--- src/verilog/fet_protection_pkg.sv ---
// Shared constants, register map and state codes of the fault-report block.
// Assumes a single 100 MHz clock and an APB master with 32-bit data.
package fet_protection_pkg;

  // ************************************************************
  // Clock and timing
  // ************************************************************
  localparam int CLK_HZ = 100_000_000;
  localparam int CLK_PERIOD_NS = 10;
  // Falling-edge blank time of the hot diode state machine
  localparam int BLANK_NS = 200;
  localparam int BLANK_CYC =
    (BLANK_NS + CLK_PERIOD_NS - 1) / CLK_PERIOD_NS;
  // Switch input held low this long resets the short-circuit latch
  localparam int SC_HOLD_NS = 10_000;
  localparam int SC_HOLD_CYC =
    (SC_HOLD_NS + CLK_PERIOD_NS - 1) / CLK_PERIOD_NS;
  // Stable samples needed before a new drive-strength setting is taken
  localparam int FILTER_CYC = 1024;
  // Cycles after reset release before the straps are captured
  localparam int STRAP_CYC = 4;
  // Temperature output
  localparam int PWM_FREQ_HZ = 9000;
  localparam int PWM_PERIOD_CYC = CLK_HZ / PWM_FREQ_HZ;
  localparam int MIN_PULSE_NS = 30;
  localparam int MIN_PULSE_CYC =
    (MIN_PULSE_NS + CLK_PERIOD_NS - 1) / CLK_PERIOD_NS;

  // ************************************************************
  // Slew settings in V/ns
  // ************************************************************
  localparam logic [7:0] SLEW_MIN = 8'h0F;
  localparam logic [7:0] SLEW_STEP = 8'h09;
  localparam logic [7:0] SLEW_GND = 8'h96;
  localparam logic [7:0] SLEW_TIE = 8'h64;

  // ************************************************************
  // Register map
  // ************************************************************
  localparam logic [7:0] CTRL_OFFSET = 8'h00;
  localparam logic [7:0] STATUS_OFFSET = 8'h04;
  localparam logic [7:0] SLEW_OFFSET = 8'h08;
  localparam logic [7:0] PWM_OFFSET = 8'h0C;
  localparam int CTRL_SC_CLEAR_BIT = 0;
  localparam int CTRL_PWM_EN_BIT = 1;
  localparam logic CTRL_PWM_EN_RESET = 1'b1;
  localparam int ST_SW_OT = 0;
  localparam int ST_DRV_OT = 1;
  localparam int ST_UNDERVOLTAGE_LOCKOUT = 2;
  localparam int ST_STARTUP = 3;
  localparam int ST_SC = 4;
  localparam int ST_OC = 5;
  localparam int ST_COMBINED = 6;
  localparam int ST_TIE = 7;
  localparam int ST_GATE = 8;
  localparam int ST_STATE = 12;

  // ************************************************************
  // Hot diode emulation states
  // ************************************************************
  typedef enum logic [3:0] {
    DIODE_OFF = 4'b0001,
    DIODE_BLANK = 4'b0010,
    DIODE_WATCH = 4'b0100,
    DIODE_CONDUCT = 4'b1000
  } diode_state_e;

endpackage

--- src/verilog/fet_protection_fault_report.sv ---
// Protection sequencing, fault reporting, slew select and temperature PWM.
// Assumes sensing flags arrive synchronous to pclk; the switch input and
// the current-fault pin are asynchronous and are synchronised here.
//
// Behaviour
// Two thermal monitors, switch and driver; driver trips hotter.
// Switch over-temperature runs the switch as a hot ideal diode.
// Driver over-temperature disables aux rail, negative rail and switch.
// Driver over-temperature suppresses diode emulation; switch stays off.
// General fault low while either thermal shutdown is active.
// Normal operation resumes only when both monitors are released.
// Driver shutdown clearing with switch shutdown active resumes diode mode.
// Undervoltage holds switch off, ignores input, general fault low.
// Report code: normal 11, UV/OT/open 01, overcurrent 10, short 00.
// General fault low during start-up until series switch is on.
// Short-circuit or thermal fault holds general fault until cleared.
// Current fault low while overcurrent or short-circuit present.
// Current-fault pin grounded at power-up selects combined reporting.
// Protections act whether or not report outputs are watched.
// Slew from drive pin: resistor 15..150, ground 150, 5 V tie 100.
// 5 V tie checked once at power-up; then pin monitoring stops.
// Otherwise drive pin monitored continuously through heavy filtering.
// Temperature PWM near 9 kHz, minimum pulse about 30 ns.
// Duty maps 25 to 150 degrees onto about 3 to 82 percent.
// Above 150 degrees duty keeps rising linearly until fault.
// Thermal fault holds temperature output high until released.
// Diode mode: off for first quadrant, on for third quadrant.
// Overcurrent turns switch off for this cycle, clears on input low.
// Input falling edge in hot diode mode blanks switch for fixed time.
// Sensing arrives as synchronous flags; PWM from free-running counter.
`timescale 1ns/1ps
`default_nettype none
module fet_protection_fault_report
  import fet_protection_pkg::*;
#(
  parameter int PWM_PERIOD = PWM_PERIOD_CYC,
  parameter int FILTER_LEN = FILTER_CYC
) (
  input wire logic pclk,
  input wire logic presetn,
  input wire logic psel,
  input wire logic penable,
  input wire logic pwrite,
  input wire logic [7:0] paddr,
  input wire logic [31:0] pwdata,
  output logic [31:0] prdata,
  output logic pready,
  output logic pslverr,
  input wire logic switch_in,
  input wire logic switch_ot_trip,
  input wire logic switch_ot_release,
  input wire logic driver_ot_trip,
  input wire logic driver_ot_release,
  input wire logic undervoltage_lockout,
  input wire logic aux_5v_good,
  input wire logic neg_rail_good,
  input wire logic series_switch_on,
  input wire logic overcurrent_guard,
  input wire logic short_circuit_guard,
  input wire logic drain_third_quadrant,
  input wire logic drain_first_quadrant,
  input wire logic drive_strength_open,
  input wire logic drive_strength_gnd,
  input wire logic drive_strength_tie,
  input wire logic [3:0] drive_strength_code,
  input wire logic [9:0] temp_duty,
  input wire logic current_fault_in,
  output logic current_fault_n,
  output logic current_fault_oe,
  output logic fault_n,
  output logic switch_gate,
  output logic aux_5v_rail_en,
  output logic negative_gate_rail_en,
  output logic [7:0] slew_rate,
  output logic temp_pwm
);

  // ************************************************************
  // State
  // ************************************************************
  localparam int PWM_W = $clog2(PWM_PERIOD + 1);
  localparam int FILT_W = $clog2(FILTER_LEN + 1);
  localparam int HOLD_W = $clog2(SC_HOLD_CYC + 1);
  localparam int BLANK_W = $clog2(BLANK_CYC + 1);
  localparam int STRAP_W = $clog2(STRAP_CYC + 1);
  localparam logic [PWM_W-1:0] PWM_LAST = PWM_W'(PWM_PERIOD - 1);
  localparam logic [PWM_W-1:0] PWM_MIN = PWM_W'(MIN_PULSE_CYC);
  localparam logic [PWM_W-1:0] PWM_LEN = PWM_W'(PWM_PERIOD);

  typedef struct packed {
    logic [2:0] in_sync;
    logic [2:0] cf_sync;
    logic in_level;
    logic cf_level;
    logic strap_done;
    logic [STRAP_W-1:0] strap_cnt;
    logic combined;
    logic tie_locked;
    logic startup_done;
    logic sw_ot;
    logic drv_ot;
    logic oc_cycle;
    logic sc_latch;
    logic [HOLD_W-1:0] low_cnt;
    diode_state_e diode;
    logic [BLANK_W-1:0] blank_cnt;
    logic [7:0] slew;
    logic [7:0] slew_cand;
    logic [FILT_W-1:0] filt_cnt;
    logic [PWM_W-1:0] pwm_cnt;
    logic [PWM_W-1:0] pwm_thr;
    logic pwm_en;
    logic pwm_out;
    logic gate;
    logic aux_en;
    logic neg_en;
    logic fault_n;
    logic cf_n;
    logic cf_oe;
    logic [31:0] rdata;
    logic rdy;
    logic err;
  } state_s;

  state_s s_reg;
  state_s s_next;

  // ************************************************************
  // Helpers
  // ************************************************************
  function automatic logic [7:0] slew_decode(input logic gnd,
                                             input logic [3:0] code);
    logic [7:0] val;
    val = SLEW_MIN + 8'(code * SLEW_STEP);
    if (gnd) begin
      val = SLEW_GND;
    end
    return val;
  endfunction

  function automatic logic [31:0] status_word(input state_s st,
                                              input logic uv);
    logic [31:0] w;
    w = 32'h0;
    w[ST_SW_OT] = st.sw_ot;
    w[ST_DRV_OT] = st.drv_ot;
    w[ST_UNDERVOLTAGE_LOCKOUT] = uv;
    w[ST_STARTUP] = st.startup_done;
    w[ST_SC] = st.sc_latch;
    w[ST_OC] = st.oc_cycle;
    w[ST_COMBINED] = st.combined;
    w[ST_TIE] = st.tie_locked;
    w[ST_GATE] = st.gate;
    w[ST_STATE +: 4] = st.diode;
    return w;
  endfunction

  // ************************************************************
  // Next state
  // ************************************************************
  logic [PWM_W+9:0] duty_prod;
  logic in_fall;
  logic power_off;
  logic [7:0] slew_in;
  logic apb_wr;
  logic apb_setup;

  always_comb begin
    s_next = s_reg;
    duty_prod = temp_duty * PWM_LEN;
    apb_setup = psel & ~penable;
    apb_wr = psel & penable & pwrite & s_reg.rdy;
    // Pin synchronisers; a level counts when the last two stages agree
    s_next.in_sync = {s_reg.in_sync[1:0], switch_in};
    s_next.cf_sync = {s_reg.cf_sync[1:0], current_fault_in};
    if (s_reg.in_sync[1] == s_reg.in_sync[2]) begin
      s_next.in_level = s_reg.in_sync[2];
    end
    if (s_reg.cf_sync[1] == s_reg.cf_sync[2]) begin
      s_next.cf_level = s_reg.cf_sync[2];
    end
    in_fall = s_reg.in_level & ~s_next.in_level;

    // Straps caught once, after the synchronisers settle
    if (!s_reg.strap_done) begin
      s_next.strap_cnt = s_reg.strap_cnt + 1'b1;
      if (s_reg.strap_cnt == STRAP_W'(STRAP_CYC - 1)) begin
        s_next.strap_done = 1'b1;
        s_next.combined = ~s_next.cf_level;
        s_next.tie_locked = drive_strength_tie;
      end
    end

    // Start-up completes only with rails up and series switch on
    if (undervoltage_lockout) begin
      s_next.startup_done = 1'b0;
    end else if (series_switch_on && aux_5v_good && neg_rail_good &&
                 s_reg.strap_done) begin
      s_next.startup_done = 1'b1;
    end

    // Thermal monitors; trip wins over release
    if (switch_ot_release) begin
      s_next.sw_ot = 1'b0;
    end
    if (switch_ot_trip) begin
      s_next.sw_ot = 1'b1;
    end
    if (driver_ot_release) begin
      s_next.drv_ot = 1'b0;
    end
    if (driver_ot_trip) begin
      s_next.drv_ot = 1'b1;
    end

    // Overcurrent lasts for the present input cycle only
    if (!s_next.in_level) begin
      s_next.oc_cycle = 1'b0;
    end
    if (overcurrent_guard && s_reg.gate) begin
      s_next.oc_cycle = 1'b1;
    end

    // Short-circuit latch: reset by long input low or by software
    if (s_next.in_level) begin
      s_next.low_cnt = '0;
    end else if (s_reg.low_cnt != HOLD_W'(SC_HOLD_CYC)) begin
      s_next.low_cnt = s_reg.low_cnt + 1'b1;
    end
    if (s_next.low_cnt == HOLD_W'(SC_HOLD_CYC) ||
        (apb_wr && paddr == CTRL_OFFSET && pwdata[CTRL_SC_CLEAR_BIT])) begin
      s_next.sc_latch = 1'b0;
    end
    if (short_circuit_guard) begin
      s_next.sc_latch = 1'b1;
    end

    // Hot diode emulation
    case (s_reg.diode)
      DIODE_OFF: begin
        if (s_next.sw_ot && !s_next.drv_ot) begin
          s_next.diode = DIODE_WATCH;
        end
      end
      DIODE_BLANK: begin
        s_next.blank_cnt = s_reg.blank_cnt - 1'b1;
        if (s_reg.blank_cnt == BLANK_W'(1)) begin
          s_next.diode = DIODE_WATCH;
        end
      end
      DIODE_WATCH: begin
        if (drain_third_quadrant) begin
          s_next.diode = DIODE_CONDUCT;
        end
      end
      DIODE_CONDUCT: begin
        if (drain_first_quadrant) begin
          s_next.diode = DIODE_WATCH;
        end
      end
      default: begin
        s_next.diode = DIODE_OFF;
      end
    endcase
    if (s_reg.diode != DIODE_OFF && in_fall) begin
      s_next.diode = DIODE_BLANK;
      s_next.blank_cnt = BLANK_W'(BLANK_CYC);
    end
    if (!s_next.sw_ot || s_next.drv_ot) begin
      s_next.diode = DIODE_OFF;
    end

    // Gate drive; protections never depend on the report pins
    power_off = undervoltage_lockout | ~s_next.startup_done |
                s_next.drv_ot | s_next.sc_latch;
    if (power_off) begin
      s_next.gate = 1'b0;
    end else if (s_next.sw_ot) begin
      s_next.gate = (s_next.diode == DIODE_CONDUCT);
    end else begin
      s_next.gate = s_next.in_level & ~s_next.oc_cycle;
    end
    s_next.aux_en = ~s_next.drv_ot & ~undervoltage_lockout;
    s_next.neg_en = ~s_next.drv_ot & ~undervoltage_lockout;

    // Fault report
    s_next.fault_n = ~(undervoltage_lockout | ~s_next.startup_done |
                       s_next.sw_ot | s_next.drv_ot | drive_strength_open |
                       s_next.sc_latch |
                       (s_next.combined & s_next.oc_cycle));
    s_next.cf_n = s_next.combined |
                  ~(s_next.oc_cycle | s_next.sc_latch);
    // Pin is released while the strap is read or when grounded
    s_next.cf_oe = s_next.strap_done & ~s_next.combined;

    // Drive strength select
    slew_in = slew_decode(drive_strength_gnd, drive_strength_code);
    if (s_reg.tie_locked) begin
      s_next.slew = SLEW_TIE;
    end else if (slew_in != s_reg.slew_cand) begin
      s_next.slew_cand = slew_in;
      s_next.filt_cnt = '0;
    end else if (s_reg.filt_cnt == FILT_W'(FILTER_LEN - 1)) begin
      s_next.slew = s_reg.slew_cand;
    end else begin
      s_next.filt_cnt = s_reg.filt_cnt + 1'b1;
    end

    // Temperature PWM; threshold refreshed once per period
    if (s_reg.pwm_cnt == PWM_LAST) begin
      s_next.pwm_cnt = '0;
      s_next.pwm_thr = duty_prod[PWM_W+9:10];
      if (duty_prod[PWM_W+9:10] < PWM_MIN) begin
        s_next.pwm_thr = PWM_MIN;
      end
    end else begin
      s_next.pwm_cnt = s_reg.pwm_cnt + 1'b1;
    end
    if (s_reg.sw_ot || s_reg.drv_ot) begin
      s_next.pwm_out = 1'b1;
    end else begin
      s_next.pwm_out = s_reg.pwm_en & (s_reg.pwm_cnt < s_reg.pwm_thr);
    end

    // APB slave: answer in the first access cycle
    s_next.rdy = apb_setup;
    s_next.err = 1'b0;
    if (apb_setup) begin
      case (paddr)
        CTRL_OFFSET: s_next.rdata = 32'(s_reg.pwm_en) << CTRL_PWM_EN_BIT;
        STATUS_OFFSET: s_next.rdata = status_word(s_reg,
                                                  undervoltage_lockout);
        SLEW_OFFSET: s_next.rdata = {24'h0, s_reg.slew};
        PWM_OFFSET: s_next.rdata = 32'(s_reg.pwm_thr);
        default: begin
          s_next.rdata = 32'h0;
          s_next.err = 1'b1;
        end
      endcase
    end
    if (apb_wr && paddr == CTRL_OFFSET) begin
      s_next.pwm_en = pwdata[CTRL_PWM_EN_BIT];
    end
  end

  always_ff @(posedge pclk or negedge presetn) begin
    if (!presetn) begin
      s_reg <= '0;
      s_reg.in_level <= 1'b0;
      s_reg.cf_level <= 1'b1;
      s_reg.cf_sync <= 3'h7;
      s_reg.diode <= DIODE_OFF;
      s_reg.slew <= SLEW_GND;
      s_reg.slew_cand <= SLEW_GND;
      s_reg.pwm_thr <= PWM_MIN;
      s_reg.pwm_en <= CTRL_PWM_EN_RESET;
      s_reg.cf_n <= 1'b1;
    end else begin
      s_reg <= s_next;
    end
  end

  assign prdata = s_reg.rdata;
  assign pready = s_reg.rdy;
  assign pslverr = s_reg.err;
  assign current_fault_n = s_reg.cf_n;
  assign current_fault_oe = s_reg.cf_oe;
  assign fault_n = s_reg.fault_n;
  assign switch_gate = s_reg.gate;
  assign aux_5v_rail_en = s_reg.aux_en;
  assign negative_gate_rail_en = s_reg.neg_en;
  assign slew_rate = s_reg.slew;
  assign temp_pwm = s_reg.pwm_out;
endmodule
`default_nettype wire

--- config.mk ---
export PLATFORM = sky130hd
export DESIGN_NAME = fet_protection_fault_report
export DESIGN_NICKNAME = d
export VERILOG_FILES = /design/src/verilog/fet_protection_pkg.sv /design/src/verilog/fet_protection_fault_report.sv
export SDC_FILE = /design/constraint.sdc
export NUM_CORES = 1
export LEC_CHECK = 0
export BUFFER_PORTS_ARGS = -buffer_cell sky130_fd_sc_hd__buf_2
export CORE_MARGIN = 2
export CORE_UTILIZATION = 50
export DETAILED_ROUTE_END_ITERATION = 10
export MAX_ROUTING_LAYER = met4
export PLACE_DENSITY_LB_ADDON = 0.25
export SETUP_SLACK_MARGIN = 0.3
export SLEW_MARGIN = 40
export SYNTH_ARGS = -nofsm -noshare
export SYNTH_HDL_FRONTEND = slang
export SYNTH_SLANG_ARGS = --single-unit
--- constraint.sdc ---
create_clock -name pclk -period 4.8 [get_ports pclk]
set_input_delay 0.24 -clock pclk [delete_from_list [all_inputs] [get_ports pclk]]
set_output_delay 0.24 -clock pclk [all_outputs]
set_load 0.005 [all_outputs]
# Yosys cells after proc, flatten, opt, wreduce, memory -nomap -nowiden

Index checks and enable logic that the tools add are counted.

Memories kept: 0
Output and inout bits: 49
Bits in latches: 0
Bits in read-only memories: 0
Register bits: 134
Bits of input ports: 76
RAM bits: 0

Shift-type cells: 0
$mul: 2
Reduce and logical (&&, ||, !) cells: 21
Equal/unequal tests: 20
Div/mod/pow operators: 0
Bitwise logic cells: 32
Order comparisons: 2
$add $sub $neg: 6
Muxes and demuxes: 39

Operators with widths:

| kind                                                                     | count |
|---|---|
| 16-bit case mux with 4 select lines                                      | 1 |
| 8-bit two-way mux                                                        | 4 |
| 14-bit two-way mux                                                       | 2 |
| 10-bit by 14-bit multiplier with 24-bit output (second input constant)   | 1 |
| 11-bit two-way mux                                                       | 2 |
| 10-bit two-way mux                                                       | 2 |
| 4-bit two-way mux                                                        | 5 |
| 1-bit two-way mux                                                        | 18 |
| 8-bit by 4-bit equality test with 1-bit output (second input constant)   | 2 |
| 4-bit case mux with 4 select lines                                       | 1 |
| 14-bit by 1-bit adder with 14-bit output (second input constant)         | 1 |
| 14-bit equality test (second input constant)                             | 1 |
| 14-bit < comparator                                                      | 1 |
| 14-bit by 2-bit < comparator with 1-bit output (second input constant)   | 1 |
| 1-bit inverter                                                           | 12 |
| 11-bit by 1-bit adder with 11-bit output (second input constant)         | 1 |
| 11-bit by 10-bit equality test with 1-bit output (second input constant) | 1 |
| 10-bit by 1-bit adder with 10-bit output (second input constant)         | 1 |
| 1-bit bitwise AND                                                        | 10 |
| 10-bit equality test (second input constant)                             | 1 |
| 10-bit inequality test (second input constant)                           | 1 |
| 1-bit OR                                                                 | 10 |
| 9-bit two-way mux                                                        | 1 |
| 4-bit by 8-bit adder with 8-bit output (first input constant)            | 1 |
| 24 further kinds                                                         | 41 |

# Longest topological paths before layout

Gate-level depths: netlist of run 1.

Depth after elaboration: 13
Gate-level depth with buffers: 21
Depth with buffers taken out: 20

# Worst setup path before layout of run 1

OpenSTA, ideal clock, no wires.

Path kind: input to register
Start point: in temp_duty[7]
End point: reg s_reg[43] (netlist name)
Stages: 18
Setup slack: 0.007 ns
Data required time: 4.719 ns
Arrival time: 4.712 ns
Path through: fa_1 > inv_1 > fa_1 > inv_1 > fa_1 > fa_1 > inv_1 > fa_1 > inv_1 > ha_1 > a21oi_1 > o21ai_1 > a31o_2 > a2111oi_0 > a2111oi_0 > nor4_1 > nand4_1 > o211ai_1

Cells in the longest elaborated chain, start to end: 3

RTL lines:

| what                                             | RTL line                           | RTL |
|---|---|---|
| from (decl)                                      | fet_protection_fault_report.sv:66  | `input wire logic [9:0] temp_duty,` |
| 10-bit by 14-bit multiplier with 24-bit output * | fet_protection_fault_report.sv:170 | `duty_prod = temp_duty * PWM_LEN;` |
| 14-bit by 2-bit < comparator with 1-bit output   | fet_protection_fault_report.sv:313 | `if (duty_prod[PWM_W+9:10] < PWM_MIN) begin` |
| 14-bit two-way mux *                             | fet_protection_fault_report.sv:313 |  |
| to (signal assigned)                             | fet_protection_fault_report.sv:359 | `s_reg <= s_next;` |
| to (decl)                                        | fet_protection_fault_report.sv:125 | `state_s s_reg;` |

Mark *: on every way between the ends. The rest lies on a longest branch, timed or not.
A chain may end at the register's enable or synchronous reset.

# Worst setup path in the final report of run 1

Start point: in temp_duty[9]
End point: reg s_reg[43] (netlist name)

Same word-level chain as after synthesis.

==> results.cfg, run 1 <==
[status]
outcome = complete, no violations

[power_and_ir_drop]
power.density_nw_per_um2 = 539
p_sw_frac = 0.394
p_switching_mw = 2.33
irDropWorstVdd_mv = 0.357
p_int_mw = 3.58
clockPowerShare = 0.214
seqPwrFrac = 0.184
power.leakage_nw = 5.51
p_comb_frac = 0.601

[critical_path]
cpLargestDelayFamily = adder cells
path_depth = 20
critPathCapture = s_reg[43]
crit_chain = buf_8 -> fa_1 -> inv_1 -> fa_1 -> inv_1 -> fa_1 -> fa_1 -> inv_2 -> fa_2 -> inv_2 -> ha_4 -> and3_4 -> buf_6 -> a31o_4 -> buf_6 -> a31oi_4 -> xnor2_1 -> nor4_2 -> nand4_1 -> o211ai_1
r2r-end = switch_gate
cp-startpoint = temp_duty[9]
start_kind = primary input
rr_worst_depth = 11
critPathKind = in2reg
slowest_delay_ps = 520
crit_required_ps = 5140
critPathMaxFanout = 4
worstPathArrival_ps = 4840
slowest_stage = fa_1
crit_top_cell = fa_1
crit_path_end_kind = register
r2r-start = s_reg[106]
cp_num_buf_inv = 7
r2r_slack_ps = 2100

[cts]
clk_latency_ps = 410
htree_levels = 4
clock-sinks = 118
path_clk_slew_ps = 60
cts_root_buf = clkbuf_16
cts_tree = yes
cts_buffers = 17
clk_path_buf_depth = 2

[logic_synthesis]
syn-mean-instance-area_sq_um = 9.73
syn-cell-area_sq_um = 9200
synth_ff_type = dfrtp_1
synth-async-reset-ratio = 1.00
synth-compound-area-share = 0.122
synth-simple-area-share = 0.143
synth_cells = 945
synthAdderAreaFrac = 0.238
seq_area_frac_synth = 0.323
synth-edff-count = 0
synth_top_family_by_area = adder cells
synthMuxAreaShare = 0.0325
yosys_warnings = 0
ys_ff_latch = 118
yosys.cell_types.count = 84
synth-xor-area-share = 0.0456

[floorplanning]
design.core.area_sq_um = 18000
die_w_um = 140
fp.dieH_um = 140
initial_core_util = 0.510
io_pins = 125
rows = 49
die-area_sq_um = 19500

[global_routing]
grt_overflow = 0
grt_pass1_wl_um = 33900
grt_pass1_vias = 6942
grt_max_degree = 81
grt_usage = 0.220
antenna_found_initial = 0

[sta]
slew-limit-headroom = 0.510
hold_violations = 0
report.final.setup_viol = 0
post-route-min-period_ps = 4500
slew_violations = 0
fin_worst_skew_ps = 8.45
clock.fmax_mhz = 222
rsz0062_at_grt = yes
worst_slack_ps = 296
post-route-period-util = 0.938
holdWs_ps = 17.1
worst_pin_slew_ps = 734

[routing]
drtPass1Iterations = 7
routed-via-count = 6941
ant_nets = 0
drc = 0
drt_iter0_drc = 393
routedWlPerCell_um = 15.4
viasPerCell = 5.29
wirelength_um = 20300

[place]
dp_slack_ps = -247
dp_hpwl_um = 15600
gp_congestion = 0.913
io_buffers = 78
dp_cells = 1270

[cells_and_area]
diodes = 0
final_common_cell = inv_1
postLayoutCoreUtil = 0.608
final_cell_mix = 119 x inv_1, 101 x dfrtp_1, 93 x ha_1
n_fill_cell = 1540
finalNonFillerCells = 1312
final_nets = 1291
syn_to_final_growth_pct = 19.2
drive_above_1_share = 0.247
largest_reg_flops = 82

[run]
drv_cap = 0

[worst_hold_path]
hp-class = in2reg
==> power by group through the flow <==
stage / Combinational [mW] / Sequential, mW / Clock [mW]
3_5_place_dp: 2.95 / 1.10 / 0
4_1_cts: 3.15 / 1.09 / 1.29
2_1_floorplan: 1.79 / 1.09 / 0
6_report: 3.55 / 1.09 / 1.27
3_3_place_gp: 2.93 / 1.10 / 0
5_1_grt: 3.92 / 1.10 / 1.33
==> synth_stat cells (13+ instances only) <==
master,instances,area share
inv_1,122,0.050
nand3_1,22,0.012
nand4_1,15,0.010
nor2_1,70,0.029
o21ai_0,38,0.021
dfstp_2,17,0.049
clkbuf_1,16,0.0065
buf_4,41,0.033
fa_1,48,0.10
nor3_1,13,0.0071
mux2i_1,13,0.014
xnor2_1,23,0.022
nand2_1,72,0.029
dfrtp_1,101,0.27
xor2_1,23,0.022
a21oi_1,31,0.017
ha_1,97,0.13
==> repair_timing <==
action | in CTS | in global routing
setup endpoints to repair | 3 | 8
setup buffers | 4 | 3
resized for setup | 15 | 28
hold endpoints to repair | 70 | 0
pin swaps | 13 | 15
hold buffers | 3 | 0
cloned | 0 | 0
==> worst min-delay path by stage <==
| stage | start | to | slack (ps) | cells after the start |
|---|---|---|---|---|
| after floorplan | presetn | current_fault_oe | -60 | 0 |
| after global placement | s_next[133] | s_next[134] | 330 | 0 |
| after detailed placement | presetn | s_reg[110] | 330 | 1 |
| after CTS | undervoltage_lockout | negative_gate_rail_en | 4 | 2 |
| after global routing | undervoltage_lockout | negative_gate_rail_en | 10 | 2 |
| final | undervoltage_lockout | negative_gate_rail_en | 20 | 2 |
==> kinds of logic after synthesis <==
kind of cell,Yosys count
buffers and inverters,187
adders and majority gates,146
DFF,118
AOI/OAI and AO/OA,163
muxes,27
xor gates and xnor gates,47
and+or+nand+nor,256
other,1
==> stage by stage <==
stage                     setup TNS, ps  area [sq um]  total power, mW
after CTS                             0         10800             5.53
after detailed placement           -789         10100             4.06
after global routing                  0         11000             6.35
final                                 0         11000             5.91
after global placement             -410         10100             4.03
after floorplan                       0          9300             2.88
==> final cells by class <==
class	instances	area [sq um]	area share
Clock buffer	19	453	0.0413
Clock inverter	13	146	0.0134
Inverter	123	462	0.0421
Multi-Input combinational cell	655	5640	0.514
Sequential cell	118	2970	0.271
Tap cell	229	287	0.0261
Timing Repair Buffer	155	1010	0.0918
==> per-layer routing <==
layer / part of all wire / track usage / vias up
met5: 0 / - / -
met3: 0.027 / 0.0299 / 30
li1: - / - / 3440
met1: 0.47 / 0.286 / 3344
met2: 0.48 / 0.359 / 127
met4: 0.020 / 0.0689 / 0
(Power assumes the default switching activity.)
==> run 2, diff against run 1 <==
--- a/config.mk
+++ b/config.mk
@@ -6,13 +6,15 @@
 export NUM_CORES = 1
 export LEC_CHECK = 0
 export BUFFER_PORTS_ARGS = -buffer_cell sky130_fd_sc_hd__buf_2
+export CELL_PAD_IN_SITES_DETAIL_PLACEMENT = 1
+export CELL_PAD_IN_SITES_GLOBAL_PLACEMENT = 1
+export CORE_ASPECT_RATIO = 0.6
 export CORE_MARGIN = 2
-export CORE_UTILIZATION = 50
+export CORE_UTILIZATION = 49
 export DETAILED_ROUTE_END_ITERATION = 10
 export MAX_ROUTING_LAYER = met4
 export PLACE_DENSITY_LB_ADDON = 0.25
 export SETUP_SLACK_MARGIN = 0.3
-export SLEW_MARGIN = 40
 export SYNTH_ARGS = -nofsm -noshare
 export SYNTH_HDL_FRONTEND = slang
 export SYNTH_SLANG_ARGS = --single-unit
==> run 2 against run 1 <==
Effect of this change:
- total power grew 15%
- final area grew 1.3%
- hold slack gained 39 ps
- sequential share of layout area shrank 0.34 points
- clock skew is essentially flat
- wire length grew 47%
- die area grew 2.2%
- critical path type unchanged
- largest power group unchanged
- highest routed layer unchanged
==> results.cfg, run 2 (same netlist as run 1, synthesis figures left out) <==
[status]
outcome = complete, no violations

[cells_and_area]
diodes = 0
drive_above_1_share = 0.266
syn_to_final_growth_pct = 20.8
final_area_sq_um = 11100
largest_reg_flops = 82
final_cell_mix = 118 x inv_1, 101 x dfrtp_1, 91 x ha_1
postLayoutCoreUtil = 0.610
final_nets = 1296
finalNonFillerCells = 1328
final_common_cell = inv_1

[sta]
post-route-period-util = 0.990
finalSetupTns_ps = 0
worst_pin_slew_ps = 959
report.final.setup_viol = 0
clock.fmax_mhz = 211
hold_violations = 0
fin_worst_skew_ps = 8.48
slew_violations = 0
holdWs_ps = 56.3
post-route-min-period_ps = 4750
rsz0062_at_grt = yes
worst_slack_ps = 49.7
slew-limit-headroom = 0.360

[global_routing]
grt_pass1_wl_um = 45100
grt_max_degree = 77
grt_overflow = 0
antenna_found_initial = 0
grt_pass1_vias = 8192
grt_usage = 0.306

[place]
io_buffers = 78
dp_hpwl_um = 20700
gp_congestion = 1.02
dp_slack_ps = -324
placed_cell_area_sq_um = 10100
dp_cells = 1286

[cts]
htree_levels = 4
cts_tree = yes
clk_latency_ps = 430
cts_buffers = 17
clock-sinks = 118
clk_path_buf_depth = 2
cts_root_buf = clkbuf_16
path_clk_slew_ps = 60

[routing]
routedWlPerCell_um = 22.5
wirelength_um = 29800
routed-via-count = 7709
drc = 0
ant_nets = 0
drt_iter0_drc = 670
viasPerCell = 5.80
drtPass1Iterations = 5

[power_and_ir_drop]
power.density_nw_per_um2 = 610
irDropWorstVdd_mv = 0.422
totalPowerFinal_mw = 6.77
p_comb_frac = 0.653
seqPwrFrac = 0.162
clockPowerShare = 0.186
p_switching_mw = 3.07
p_int_mw = 3.70
power.leakage_nw = 5.54
p_sw_frac = 0.453

[floorplanning]
initial_core_util = 0.505
fp.dieH_um = 110
design.core.area_sq_um = 18200
die-area_sq_um = 19900
rows = 38
die_w_um = 181
io_pins = 125

[worst_hold_path]
hp-class = in2reg

[critical_path]
r2r_slack_ps = 2030
worstPathArrival_ps = 5100
crit_path_end_kind = register
critPathKind = in2reg
critPathMaxFanout = 5
crit_required_ps = 5150
start_kind = primary input

[run]
drv_cap = 0
## run 2: final timing paths
| path | from | endpoint | depth (start not counted) |
|---|---|---|---|
| setup / recovery | temp_duty[8] | s_reg[43] | 22 |
| hold / removal | undervoltage_lockout | negative_gate_rail_en | 2 |
| setup reg to reg | s_reg[107] | switch_gate | 11 |
| hold reg to reg | s_next[133] | s_next[134] | 0 |
| max in group asynchronous | presetn | temp_pwm | 3 |
| min in group asynchronous | presetn | prdata[14] | 2 |
## run 2: final cells by class
class                      count  area (sq um)
inverter                     123           462
clock inverter                13           123
sequential                   118          2970
tap                          240           300
timing repair buffer         160          1040
multi-input combinational    655          5760
fill                        2028          7110
clock buffer                  19           453
## run 2: what timing repair did
action / in CTS / in global routing
gates resized for setup: 28 / 39
setup buffers: 3 / 4
pin swaps: 21 / 22
hold buffers: 3 / 0
hold endpoints to repair: 25 / 0
endpoints found under the setup margin: 5 / 10
## run 2: power groups by stage
stage          Combinational (mW)  Sequential, mW  Clock (mW)
3_3_place_gp                 3.10            1.10           0
3_5_place_dp                 3.20            1.11           0
4_1_cts                      3.50            1.09        1.27
5_1_grt                      4.65            1.10        1.31
6_report                     4.42            1.10        1.26
2_1_floorplan                1.79            1.09           0
## run 2: layer usage
metal	wire [um]	GRT usage	vias to the layer above
li1	-	-	3443
met1	13900	0.414	3898
met2	13200	0.460	302
met3	1990	0.0818	66
met4	776	0.0824	0
met5	0	-	-
## run 2: worst max-delay path, stage by stage
cell and delay [ps]:
buf_2 120, inv_1 50, ha_1 300, inv_1 100, fa_2 570, inv_1 50
fa_1 400, inv_1 130, fa_1 460, inv_1 130, fa_1 480, inv_1 140
ha_4 230, buf_4 160, a21oi_2 140, o21ai_2 100, a21oi_2 260, and3_1 250
o211ai_1 130, nor4_1 310, nand4_1 190, o211ai_1 130
